### src/logic/pinmux_pkg.sv
// Shared constants and carrier types for the port B / port C alternate function mux
package pinmux_pkg;

    localparam int PORT_W      = 8;
    localparam int MASK_W      = 3;
    localparam int SYNC_STAGES = 2;

    // Port B pin positions
    localparam int PB_TMR2_T1C = 7;
    localparam int PB_TMR1_B   = 6;
    localparam int PB_TMR1_A   = 5;
    localparam int PB_TMR0     = 4;
    localparam int PB_MISO     = 3;
    localparam int PB_MOSI     = 2;
    localparam int PB_SCK      = 1;
    localparam int PB_SS       = 0;

    // Mask value seen by port C while the legacy mode is on
    localparam logic [MASK_W-1:0] LEGACY_MASK = 3'h0;

    // Address mask below which pin n of port C belongs to the memory interface
    localparam logic [PORT_W-1:0][MASK_W-1:0] ADDR_RELEASE_THRESH = {
        3'h1, 3'h2, 3'h3, 3'h4, 3'h5, 3'h6, 3'h7, 3'h7
    };

    localparam logic [PORT_W-1:0] ALL_ONES  = 8'hff;
    localparam logic [PORT_W-1:0] ALL_ZEROS = 8'h00;

    typedef struct packed {
        logic pullup_override_en;
        logic pullup_override_val;
        logic dir_override_en;
        logic dir_override_val;
        logic value_override_en;
        logic value_override_val;
        logic input_enable_override_en;
        logic input_enable_override_val;
    } pin_override_t;

    typedef pin_override_t [PORT_W-1:0] port_override_t;

endpackage

### src/logic/pin_cell_resolve.sv
// Resolves one pin's drive, value and pull-up from its port bits and overrides
`timescale 1ns/1ps
`default_nettype none
module pin_cell_resolve (
    input  wire logic                      port_bit,
    input  wire logic                      dir_bit,
    input  wire logic                      global_pullup_off,
    input  wire pinmux_pkg::pin_override_t ovr,
    output logic                           pad_out,
    output logic                           pad_oe,
    output logic                           pullup_on
);

    assign pad_oe = ovr.dir_override_en ? ovr.dir_override_val : dir_bit;

    assign pad_out = ovr.value_override_en ? ovr.value_override_val : port_bit;

    // Without a pull-up override, pull-up only acts on an undriven pin; the override value applies whatever the direction
    assign pullup_on = ovr.pullup_override_en ? ovr.pullup_override_val
                                              : (!dir_bit && port_bit && !global_pullup_off);

endmodule
`default_nettype wire

### src/logic/ext_addr_release.sv
// Decides which port C pins the external memory interface owns
`timescale 1ns/1ps
`default_nettype none
module ext_addr_release #(
    parameter int PORT_W = pinmux_pkg::PORT_W,
    parameter int MASK_W = pinmux_pkg::MASK_W
) (
    input  wire logic              ext_mem_on,
    input  wire logic              legacy_mode,
    input  wire logic [MASK_W-1:0] ext_addr_mask,
    output logic      [PORT_W-1:0] owned
);

    logic [MASK_W-1:0] eff_mask;

    assign eff_mask = legacy_mode ? pinmux_pkg::LEGACY_MASK : ext_addr_mask;

    for (genvar i = 0; i < PORT_W; i++) begin : g_pin
        assign owned[i] = ext_mem_on && (eff_mask < pinmux_pkg::ADDR_RELEASE_THRESH[i]);
    end

endmodule
`default_nettype wire

### src/logic/portbc_alt_mux.sv
// Port B timer/SPI and port C high address alternate function mux
`timescale 1ns/1ps
`default_nettype none
module portbc_alt_mux #(
    parameter int PORT_W = pinmux_pkg::PORT_W,
    parameter int MASK_W = pinmux_pkg::MASK_W
) (
    input  wire logic                       clk,
    input  wire logic                       rst,
    input  wire logic                       legacy_mode,
    input  wire logic                       global_pullup_off,
    input  wire logic [PORT_W-1:0]          portb_out_reg,
    input  wire logic [PORT_W-1:0]          portb_dir_reg,
    input  wire logic [PORT_W-1:0]          portb_pad_in,
    input  wire logic [PORT_W-1:0]          portc_out_reg,
    input  wire logic [PORT_W-1:0]          portc_dir_reg,
    input  wire logic                       tmr2_cmp_en,
    input  wire logic                       tmr2_cmp_out,
    input  wire logic                       tmr1_cmp_c_en,
    input  wire logic                       tmr1_cmp_c_out,
    input  wire logic                       tmr1_cmp_b_en,
    input  wire logic                       tmr1_cmp_b_out,
    input  wire logic                       tmr1_cmp_a_en,
    input  wire logic                       tmr1_cmp_a_out,
    input  wire logic                       tmr0_cmp_en,
    input  wire logic                       tmr0_cmp_out,
    input  wire logic                       spi_on,
    input  wire logic                       spi_master_sel,
    input  wire logic                       spi_master_out,
    input  wire logic                       spi_slave_out,
    input  wire logic                       spi_sck_out,
    input  wire logic                       ext_mem_on,
    input  wire logic [MASK_W-1:0]          ext_addr_mask,
    input  wire logic [PORT_W-1:0]          ext_addr_hi,
    output pinmux_pkg::port_override_t      portb_ovr,
    output pinmux_pkg::port_override_t      portc_ovr,
    output logic      [PORT_W-1:0]          portb_pad_out,
    output logic      [PORT_W-1:0]          portb_pad_oe,
    output logic      [PORT_W-1:0]          portb_pullup_on,
    output logic      [PORT_W-1:0]          portc_pad_out,
    output logic      [PORT_W-1:0]          portc_pad_oe,
    output logic      [PORT_W-1:0]          portc_pullup_on,
    output logic                            spi_master_in,
    output logic                            spi_slave_in,
    output logic                            spi_sck_in,
    output logic                            spi_ss_in,
    output logic                            spi_slave_active
);

    localparam int B7 = pinmux_pkg::PB_TMR2_T1C;
    localparam int B6 = pinmux_pkg::PB_TMR1_B;
    localparam int B5 = pinmux_pkg::PB_TMR1_A;
    localparam int B4 = pinmux_pkg::PB_TMR0;
    localparam int B3 = pinmux_pkg::PB_MISO;
    localparam int B2 = pinmux_pkg::PB_MOSI;
    localparam int B1 = pinmux_pkg::PB_SCK;
    localparam int B0 = pinmux_pkg::PB_SS;

    logic                           spi_master;
    logic                           spi_slave;
    logic                           t1c_on;
    logic                           b7_val;
    logic [PORT_W-1:0]              portc_owned;
    logic [B3:B0]                   sync_meta;
    logic [B3:B0]                   sync_q;
    pinmux_pkg::pin_override_t      idle_ovr;

    assign spi_master = spi_on && spi_master_sel;
    assign spi_slave  = spi_on && !spi_master_sel;
    assign idle_ovr   = '0;

    assign t1c_on = tmr1_cmp_c_en && !legacy_mode;

    // Both sources on B7 are merged by the port bit: low ANDs, high ORs
    always_comb begin
        if (tmr2_cmp_en && t1c_on) begin
            b7_val = portb_out_reg[B7] ? (tmr2_cmp_out || tmr1_cmp_c_out)
                                       : (tmr2_cmp_out && tmr1_cmp_c_out);
        end else if (tmr2_cmp_en) begin
            b7_val = tmr2_cmp_out;
        end else begin
            b7_val = tmr1_cmp_c_out;
        end
    end

    always_comb begin
        portb_ovr = {PORT_W{idle_ovr}};
        portb_ovr[B7].value_override_en  = tmr2_cmp_en || t1c_on;
        portb_ovr[B7].value_override_val = b7_val;
        portb_ovr[B6].value_override_en  = tmr1_cmp_b_en;
        portb_ovr[B6].value_override_val = tmr1_cmp_b_out;
        portb_ovr[B5].value_override_en  = tmr1_cmp_a_en;
        portb_ovr[B5].value_override_val = tmr1_cmp_a_out;
        portb_ovr[B4].value_override_en  = tmr0_cmp_en;
        portb_ovr[B4].value_override_val = tmr0_cmp_out;
        portb_ovr[B3].dir_override_en     = spi_master;
        portb_ovr[B3].pullup_override_en  = spi_master;
        portb_ovr[B3].value_override_en  = spi_slave;
        portb_ovr[B3].value_override_val = spi_slave_out;
        portb_ovr[B2].dir_override_en    = spi_slave;
        portb_ovr[B2].pullup_override_en = spi_slave;
        portb_ovr[B2].value_override_en  = spi_master;
        portb_ovr[B2].value_override_val = spi_master_out;
        portb_ovr[B1].dir_override_en    = spi_slave;
        portb_ovr[B1].pullup_override_en = spi_slave;
        portb_ovr[B1].value_override_en  = spi_master;
        portb_ovr[B1].value_override_val = spi_sck_out;
        // SS forced input as slave, value never overridden
        portb_ovr[B0].dir_override_en    = spi_slave;
        portb_ovr[B0].pullup_override_en = spi_slave;
        for (int i = B0; i <= B3; i++) begin
            portb_ovr[i].pullup_override_val = portb_out_reg[i] && !global_pullup_off;
        end
    end

    ext_addr_release #(
        .PORT_W (PORT_W),
        .MASK_W (MASK_W)
    ) u_release (
        .ext_mem_on    (ext_mem_on),
        .legacy_mode   (legacy_mode),
        .ext_addr_mask (ext_addr_mask),
        .owned         (portc_owned)
    );

    // address high byte on port C
    always_comb begin
        for (int i = 0; i < PORT_W; i++) begin
            portc_ovr[i] = idle_ovr;
            // owned pin output, address, no pull-up
            portc_ovr[i].pullup_override_en = portc_owned[i] || legacy_mode;
            portc_ovr[i].dir_override_en    = portc_owned[i] || legacy_mode;
            portc_ovr[i].dir_override_val   = 1'b1;
            portc_ovr[i].value_override_en  = portc_owned[i];
            portc_ovr[i].value_override_val = ext_addr_hi[i];
        end
    end

    // One resolver per pin; port C in legacy mode is held output by its overrides
    for (genvar i = 0; i < PORT_W; i++) begin : g_cell
        pin_cell_resolve u_b (
            .port_bit          (portb_out_reg[i]),
            .dir_bit           (portb_dir_reg[i]),
            .global_pullup_off (global_pullup_off),
            .ovr               (portb_ovr[i]),
            .pad_out           (portb_pad_out[i]),
            .pad_oe            (portb_pad_oe[i]),
            .pullup_on         (portb_pullup_on[i])
        );
        pin_cell_resolve u_c (
            .port_bit          (portc_out_reg[i]),
            .dir_bit           (portc_dir_reg[i]),
            .global_pullup_off (global_pullup_off),
            .ovr               (portc_ovr[i]),
            .pad_out           (portc_pad_out[i]),
            .pad_oe            (portc_pad_oe[i]),
            .pullup_on         (portc_pullup_on[i])
        );
    end

    // SPI pin inputs cross in from the pads, so two flops before use
    always_ff @(posedge clk or posedge rst) begin
        if (rst) begin
            sync_meta <= '0;
            sync_q    <= '0;
        end else begin
            sync_meta <= portb_pad_in[B3:B0];
            sync_q    <= sync_meta;
        end
    end

    assign spi_master_in = sync_q[B3];
    assign spi_slave_in  = sync_q[B2];
    assign spi_sck_in    = sync_q[B1];
    assign spi_ss_in     = sync_q[B0];

    assign spi_slave_active = spi_slave && !sync_q[B0];

    // Checks

    pb7_tmr2_a: assert property (@(posedge clk) disable iff (rst)
        (tmr2_cmp_en && !t1c_on) |->
        portb_ovr[B7].value_override_en && portb_ovr[B7].value_override_val == tmr2_cmp_out)
        else $error("B7 does not carry timer-2 compare");

    pb7_t1c_a: assert property (@(posedge clk) disable iff (rst)
        (!tmr2_cmp_en && tmr1_cmp_c_en && !legacy_mode) |->
        portb_ovr[B7].value_override_en && portb_pad_out[B7] == tmr1_cmp_c_out)
        else $error("B7 does not carry timer-1 compare-C");

    pb7_legacy_a: assert property (@(posedge clk) disable iff (rst)
        (legacy_mode && !tmr2_cmp_en) |-> !portb_ovr[B7].value_override_en)
        else $error("Compare-C reached B7 in legacy mode");

    pb6_cmp_a: assert property (@(posedge clk) disable iff (rst)
        tmr1_cmp_b_en |-> portb_pad_out[B6] == tmr1_cmp_b_out)
        else $error("B6 does not follow compare-B");

    pb5_cmp_a: assert property (@(posedge clk) disable iff (rst)
        tmr1_cmp_a_en |-> portb_pad_out[B5] == tmr1_cmp_a_out)
        else $error("B5 does not follow compare-A");

    pb4_pwm_a: assert property (@(posedge clk) disable iff (rst)
        (tmr0_cmp_en && $past(tmr0_cmp_en) && $changed(tmr0_cmp_out)) |->
        $changed(portb_pad_out[B4]))
        else $error("B4 missed a PWM edge");

    pb4_dir_a: assert property (@(posedge clk) disable iff (rst)
        tmr0_cmp_en |-> portb_pad_oe[B4] == portb_dir_reg[B4]
                        && portb_pad_out[B4] == tmr0_cmp_out)
        else $error("B4 compare drive wrong");

    miso_master_a: assert property (@(posedge clk) disable iff (rst)
        spi_master |-> !portb_pad_oe[B3])
        else $error("MISO driven while master");

    miso_slave_a: assert property (@(posedge clk) disable iff (rst)
        (spi_slave && portb_dir_reg[B3]) |->
        portb_pad_oe[B3] && portb_pad_out[B3] == spi_slave_out)
        else $error("MISO slave drive wrong");

    spi_slave_in_a: assert property (@(posedge clk) disable iff (rst)
        spi_slave |-> portb_pad_oe[B2:B0] == 3'h0)
        else $error("Slave SPI pin driven");

    sck_master_a: assert property (@(posedge clk) disable iff (rst)
        spi_master |-> portb_pad_oe[B1] == portb_dir_reg[B1]
                       && portb_pad_out[B1] == spi_sck_out)
        else $error("SCK master drive wrong");

    ss_value_a: assert property (@(posedge clk) disable iff (rst)
        1'b1 |-> portb_pad_out[B0] == portb_out_reg[B0])
        else $error("SS output value overridden");

    spi_pullup_a: assert property (@(posedge clk) disable iff (rst)
        spi_slave |-> portb_pullup_on[B1] == (portb_out_reg[B1] && !global_pullup_off))
        else $error("SCK pull-up wrong while forced input");

    ss_active_a: assert property (@(posedge clk) disable iff (rst)
        (spi_slave && !$past(rst, 2) && !$past(rst)) |->
        spi_slave_active == !$past(portb_pad_in[B0], 2))
        else $error("Slave activity does not follow SS two cycles late");

    mosi_master_a: assert property (@(posedge clk) disable iff (rst)
        (spi_master && portb_dir_reg[B2]) |-> portb_pad_out[B2] == spi_master_out)
        else $error("MOSI master drive wrong");

    portc_all_a: assert property (@(posedge clk) disable iff (rst)
        (ext_mem_on && ext_addr_mask == 3'h0) |->
        portc_pad_oe == pinmux_pkg::ALL_ONES && portc_pad_out == ext_addr_hi
        && portc_pullup_on == pinmux_pkg::ALL_ZEROS)
        else $error("Port C not fully owned at mask zero");

    portc_mask6_a: assert property (@(posedge clk) disable iff (rst)
        (ext_mem_on && !legacy_mode && ext_addr_mask == 3'h6) |->
        portc_pad_out[1:0] == ext_addr_hi[1:0] && portc_pad_out[7:2] == portc_out_reg[7:2])
        else $error("Port C release at mask six wrong");

    portc_legacy_a: assert property (@(posedge clk) disable iff (rst)
        (legacy_mode && ext_mem_on) |-> portc_pad_out == ext_addr_hi)
        else $error("Legacy mode released address pins");

    portc_out_a: assert property (@(posedge clk) disable iff (rst)
        legacy_mode |-> portc_pad_oe == pinmux_pkg::ALL_ONES)
        else $error("Port C not output only in legacy mode");

    value_ovr_a: assert property (@(posedge clk) disable iff (rst)
        (portb_ovr[B5].value_override_en && portb_pad_oe[B5]) |->
        portb_pad_out[B5] == portb_ovr[B5].value_override_val)
        else $error("Value override ignored");

    dir_ovr_a: assert property (@(posedge clk) disable iff (rst)
        portc_ovr[0].dir_override_en |-> portc_pad_oe[0] == portc_ovr[0].dir_override_val)
        else $error("Direction override ignored");

    same_cycle_a: assert property (@(posedge clk) disable iff (rst)
        $rose(spi_master) |-> !portb_pad_oe[B3])
        else $error("Mode change not seen in the same cycle");

endmodule
`default_nettype wire

### config.mk
export PLATFORM = sky130hd
export DESIGN_NAME = portbc_alt_mux
export DESIGN_NICKNAME = d
export VERILOG_FILES = /design/src/logic/pinmux_pkg.sv /design/src/logic/pin_cell_resolve.sv /design/src/logic/ext_addr_release.sv /design/src/logic/portbc_alt_mux.sv
export SDC_FILE = /design/constraint.sdc
export NUM_CORES = 1
export LEC_CHECK = 0
export BUFFER_PORTS_ARGS = -buffer_cell sky130_fd_sc_hd__buf_2
export CORE_MARGIN = 10
export CORE_UTILIZATION = 34
export DETAILED_ROUTE_END_ITERATION = 8
export HOLD_SLACK_MARGIN = 0.08
export PLACE_DENSITY_LB_ADDON = 0.15
export SYNTH_ARGS = -nofsm -noshare
export SYNTH_HDL_FRONTEND = slang
export SYNTH_SLANG_ARGS = --single-unit
export TNS_END_PERCENT = 20
### constraint.sdc
create_clock -name clk -period 1.25 [get_ports clk]
set_clock_uncertainty 0.15 [all_clocks]
set_input_delay 0.0625 -clock clk [delete_from_list [all_inputs] [get_ports clk]]
set_output_delay 0.0625 -clock clk [all_outputs]
set_load 0.01 [all_outputs]
==> flow_summary.json, run 1 <==
{
  "grt_overflow_total": 0,
  "core_area_sq_um": 5890,
  "synth_compound_area_frac": 0.0614,
  "fmax_mhz": 807,
  "post-place-ws_ns": -0.137,
  "yosys.area_share.simple": 0.157,
  "cp.arrival_ns": 1.03,
  "hold_violations": 0,
  "viasPerCell": 3.78,
  "synthAdderAreaFrac": 0,
  "synthXorXnorAreaFrac": 0,
  "synthCells": 265,
  "fin_nets": 447,
  "period_minus_slack_ns": 1.24,
  "endpoint_kind": "output pin",
  "gp_congestion": 0.723,
  "rsz0062_at_grt": "true",
  "yosysSeqAreaShare": 0.0973,
  "p_leak_nw": 1.50,
  "crit_type": "primary input to output pin",
  "finalCritPeriodShare": 0.991,
  "fin_total_pwr_mw": 1.45,
  "clk_latency_ns": 0.22,
  "synth.largest_area_cell": "buf_4",
  "drv_slew": 0,
  "place_hpwl_mm": 6.36,
  "synth.cells.most_frequent": "157 x buf_4, 9 x inv_1, 8 x dfrtp_1, 8 x mux2_1, 8 x nor2b_1",
  "fin_util": 0.415,
  "synth_mux_area_frac": 0.0815,
  "die-area_sq_um": 9570,
  "synthTopCellsByArea": "buf_4 57%, dfrtp_1 9.7%, mux2_1 4.4%",
  "drive_above_1_share": 0.596,
  "drtIter0Drc": 39,
  "row_count": 28,
  "die_h_microns": 97.8,
  "regToRegSetupSlack_ns": 0.64,
  "hp-class": "primary input to async pin",
  "clk_path_buf_depth": 2,
  "io_buffers": 177,
  "grt_use_total": 0.133,
  "die_w_microns": 97.8,
  "ys_seq_elements": 8,
  "worst_slack_ns": 0.0107,
  "yosys_warnings": 0,
  "drc": 0,
  "synth_top_family_by_area": "buffers and inverters",
  "cts.clk_slew.worst_paths_ns": 0.04,
  "p_per_area_nw_per_um2": 592,
  "grt_antenna_before_repair": 0,
  "final_antenna_net_count": 0,
  "synth_edf_count": 0,
  "start_util": 0.350,
  "synth_cell_types": 31,
  "antenna_cells": 0,
  "async_flop_share": 1.00,
  "synth.avg_cell_area_sq_um": 7.77,
  "setup_viol": 0,
  "maxCapViolCount": 0,
  "vias": 1699,
  "routedWlPerCell_microns": 15.6,
  "htree_levels": 1,
  "ir_drop_uv": 639,
  "synthToLayoutAreaGrowth_pct": 18.8,
  "cts_tree": "yes",
  "firstDrtPassIters": 4,
  "ioPinCount": 252,
  "cts-root-buf": "clkbuf_8",
  "cp.required_ns": 1.04,
  "grt_pass1_vias": 1933,
  "synthMostInstantiatedCell": "buf_4",
  "cp_max_fo": 11,
  "cts_buffers": 3,
  "clkSinkCount": 8,
  "syn-cell-area_sq_um": 2060,
  "grt_max_degree": 17,
  "status": "completed",
  "grt_pass1_wl_mm": 10.7,
  "crit_path_start_kind": "primary input",
  "yosysTopAreaCellShare": 0.573,
  "synthFlopType": "dfrtp_1",
  "routed_wl_mm": 7.02
}
==> what timing repair did <==
item / 4_1_cts / 5_1_grt
hold buffers: 5 / 0
setup endpoints to repair: 10 / 16
pin swaps: 7 / 4
hold endpoints to repair: 12 / 0
buffers inserted: 3 / 1
resized for setup: 19 / 14
==> cell usage in the layout, fill, tap and decap left out, drive strengths merged, types with 3 or more instances in the layout <==
master	count
or2	3
nand2	6
inv	9
o21a	3
a21oi	3
clkbuf	4
and3	3
dlygate4sd3	5
conb	70
o21ai	3
and2	5
dfrtp	8
nand2b	7
buf	193
nor2b	9
nor3b	7
mux2	14
nor2	6
==> state kept, by name, summed over array words and instances, names as in the netlist <==
signal	flops
sync_meta	4
sync_q	4
==> path summary, 6_finish.rpt <==
| path | from | endpoint | cells past startpoint |
|---|---|---|---|
| min in group clk | spi_master_out | portb_ovr[18] | 2 |
| min reg2reg | sync_meta[3] | sync_q[3] | 0 |
| min | rst | sync_meta[3] | 3 |
| max reg2reg | sync_meta[0] | sync_q[0] | 0 |
| max in group asynchronous | rst | sync_meta[2] | 3 |
| max | ext_mem_on | portc_pad_out[7] | 5 |
==> metal layers <==
layer	routed length, microns	vias to the layer above	global-route usage
met1	2490	746	0.132
li1	-	832	-
met3	797	4	0.0599
met2	3690	117	0.245
met4	44	0	0.0336
met5	0	-	0
==> power breakdown <==
part	total [mW]	leakage (nW)	internal, mW	switching (mW)
Combinational	0.872	1.39	0.386	0.486
Clock	0.298	0.0216	0.208	0.0903
Sequential	0.277	0.0932	0.273	0.00359
==> logic make-up after synthesis <==
kind of cell | after synthesis
buffers and inverters | 170
other | 2
AND/OR/NAND/NOR | 52
multiplexers | 15
AO/OA/AOI/OAI | 18
flip-flops | 8
==> worst max-delay path, stage by stage <==
cell and delay (ns):
buf_2 0.10, buf_4 0.17, a22o_1 0.26, mux2_4 0.31
buf_6 0.12
==> metrics by stage <==
stage | TNS (ns) | hold WS (ns) | cell area, sq um | instances
global route | -0.159 | 0.183 | 2440 | 449
finish | 0 | 0.175 | 2440 | 449
CTS | -0.0172 | 0.173 | 2390 | 448
detailed placement | -0.453 | -0.134 | 2190 | 437
global placement | -0.352 | -0.132 | 2190 | 437
floorplan | 0 | -0.272 | 2310 | 333
==> final cells by class <==
| cell class | count | area, sq um |
|---|---|---|
| Fill cell | 642 | 3440 |
| Sequential cell | 8 | 200 |
| Inverter | 9 | 33.8 |
| Tap cell | 75 | 93.8 |
| Timing Repair Buffer | 199 | 1120 |
| Multi-Input combinational cell | 155 | 958 |
| Clock buffer | 3 | 41.3 |
Note: power is estimated with default switching activity, not from simulation.
==> inputs of run 2 (changes only) <==
Settings changed: CELL_PAD_IN_SITES_DETAIL_PLACEMENT set to 2, CELL_PAD_IN_SITES_GLOBAL_PLACEMENT set to 2, CORE_UTILIZATION 34 to 15.
==> run 2 against run 1 <==
Against the previous run:
- final area up 6.6%
- largest power group unchanged
- combinational power grew 2%
- register-to-register slack hardly changed
- sequential share of layout area decreased by 0.51 points
- hold slack better by 0.0014 ns
- clock power up 79%
- power increased by 17%
- highest routed layer is now met5
- critical path type unchanged
==> flow_summary.json, run 2 (same netlist as run 1, synthesis figures left out) <==
{
  "holdWs_ns": 0.177,
  "drv_slew": 0,
  "tns_ns": 0,
  "drive_above_1_share": 0.595,
  "cts_tree": "yes",
  "grt_max_degree": 15,
  "final_antenna_net_count": 0,
  "crit_type": "primary input to output pin",
  "routed_wl_mm": 8.73,
  "reg_top3": "sync_meta: 4 flops, sync_q: 4 flops",
  "cts_buffers": 3,
  "status": "completed",
  "core_area_sq_um": 13300,
  "final_common_cell": "buf_2",
  "critPathLaunch": "ext_addr_mask[1]",
  "io_buffers": 177,
  "post-place-ws_ns": -0.136,
  "worst_r2r_endpoint": "sync_q[0]",
  "ioPinCount": 252,
  "grt_pass1_vias": 2067,
  "fmax_mhz": 803,
  "fin_nets": 446,
  "finalCritPeriodShare": 0.996,
  "post_dp_cell_area_sq_um": 2330,
  "drc": 0,
  "maxCapViolCount": 0,
  "grt_antenna_before_repair": 1,
  "htree_levels": 1,
  "cts-root-buf": "clkbuf_16",
  "start_util": 0.154,
  "vias": 1796,
  "cts.clk_slew.worst_paths_ns": 0.04,
  "endpoint_kind": "output pin",
  "grt_pass1_wl_mm": 12.3,
  "p_leak_nw": 1.51,
  "crit_path_max_incr_delay_ns": 0.30,
  "hp-class": "primary input to async pin",
  "antenna_cells": 0,
  "crit_family": "buffers and inverters",
  "clk_path_buf_depth": 2,
  "synthToLayoutAreaGrowth_pct": 26.6,
  "final_cell_mix": "169 x buf_2, 70 x conb_1, 15 x buf_4, 9 x buf_6",
  "cp.buffers_inverters": 3,
  "cp_cell_sequence": "buf_4 -> buf_6 -> nor2_1 -> o21a_1 -> mux2_4 -> buf_2",
  "reg2reg_depth": 0,
  "hold_violations": 0,
  "worst_slack_ns": 0.00467,
  "clk_latency_ns": 0.23,
  "cp.required_ns": 1.04,
  "row_count": 42,
  "cp.arrival_ns": 1.03,
  "die-area_sq_um": 18800,
  "setup_viol": 0,
  "clkSinkCount": 8,
  "crit_path_start_kind": "primary input",
  "place_hpwl_mm": 8.04,
  "ir_drop_uv": 1010,
  "gp_congestion": 0.700,
  "die_w_microns": 137,
  "drtIter0Drc": 19,
  "postLayoutCellArea_sq_um": 2610,
  "viasPerCell": 3.27,
  "rsz0062_at_grt": "true",
  "rr_startpoint": "sync_meta[0]",
  "period_minus_slack_ns": 1.25,
  "firstDrtPassIters": 4,
  "grt_overflow_total": 0,
  "grt_use_total": 0.0817,
  "crit_slowest_cell": "mux2_4",
  "worst-path-stages": 6,
  "dp_cells": 539,
  "final-instance-count-excl-fill": 549,
  "cp_max_fo": 4,
  "regToRegSetupSlack_ns": 0.63,
  "p_per_area_nw_per_um2": 651,
  "routedWlPerCell_microns": 15.9,
  "die_h_microns": 137,
  "crit_end": "portc_pad_out[6]"
}
==> run 2: worst min-delay path by stage <==
stage | slack [ns] | from | to | depth (start not counted)
after floorplan | -0.27 | rst | sync_meta[0] | 1
after global placement | -0.13 | rst | sync_meta[0] | 2
after detailed placement | -0.13 | rst | sync_q[0] | 2
after CTS | 0.18 | spi_slave_out | portb_ovr[26] | 2
after global routing | 0.19 | tmr1_cmp_b_out | portb_ovr[50] | 2
final | 0.18 | rst | sync_q[0] | 3
==> run 2: layout make-up <==
cell class,instances,area (sq um)
fill,1660,10700
timing repair buffer,198,1110
multi-input combinational,155,967
tap,176,220
sequential,8,200
clock buffer,3,75.1
inverter,9,33.8
==> run 2: per-layer routing <==
metal | global-route usage | vias to the layer above | wire length (microns)
met5 | 0 | - | 7
met4 | 0.00878 | 2 | 25
met3 | 0.0440 | 6 | 1250
met2 | 0.153 | 134 | 4540
met1 | 0.0793 | 825 | 2910
li1 | - | 829 | -
==> run 2: metrics by stage <==
stage | power, mW | util
4_1_cts | 1.70 | 0.191
5_1_grt | 1.83 | 0.195
3_5_place_dp | 1.10 | 0.174
6_report | 1.70 | 0.195
3_3_place_gp | 1.10 | 0.174
2_1_floorplan | 1.04 | -
==> run 2: timing repair <==
action / CTS / global route
endpoints found under the setup margin: 15 / 15
hold buffers: 5 / 0
resized for setup: 20 / 13
setup buffers: 2 / 0
hold endpoints to repair: 12 / 0
pin swaps: 7 / 3
==> run 2: report_power, final <==
part	internal (mW)	switching (mW)	total (mW)
Combinational	0.380	0.506	0.886
Clock	0.412	0.121	0.533
Sequential	0.273	0.00351	0.277
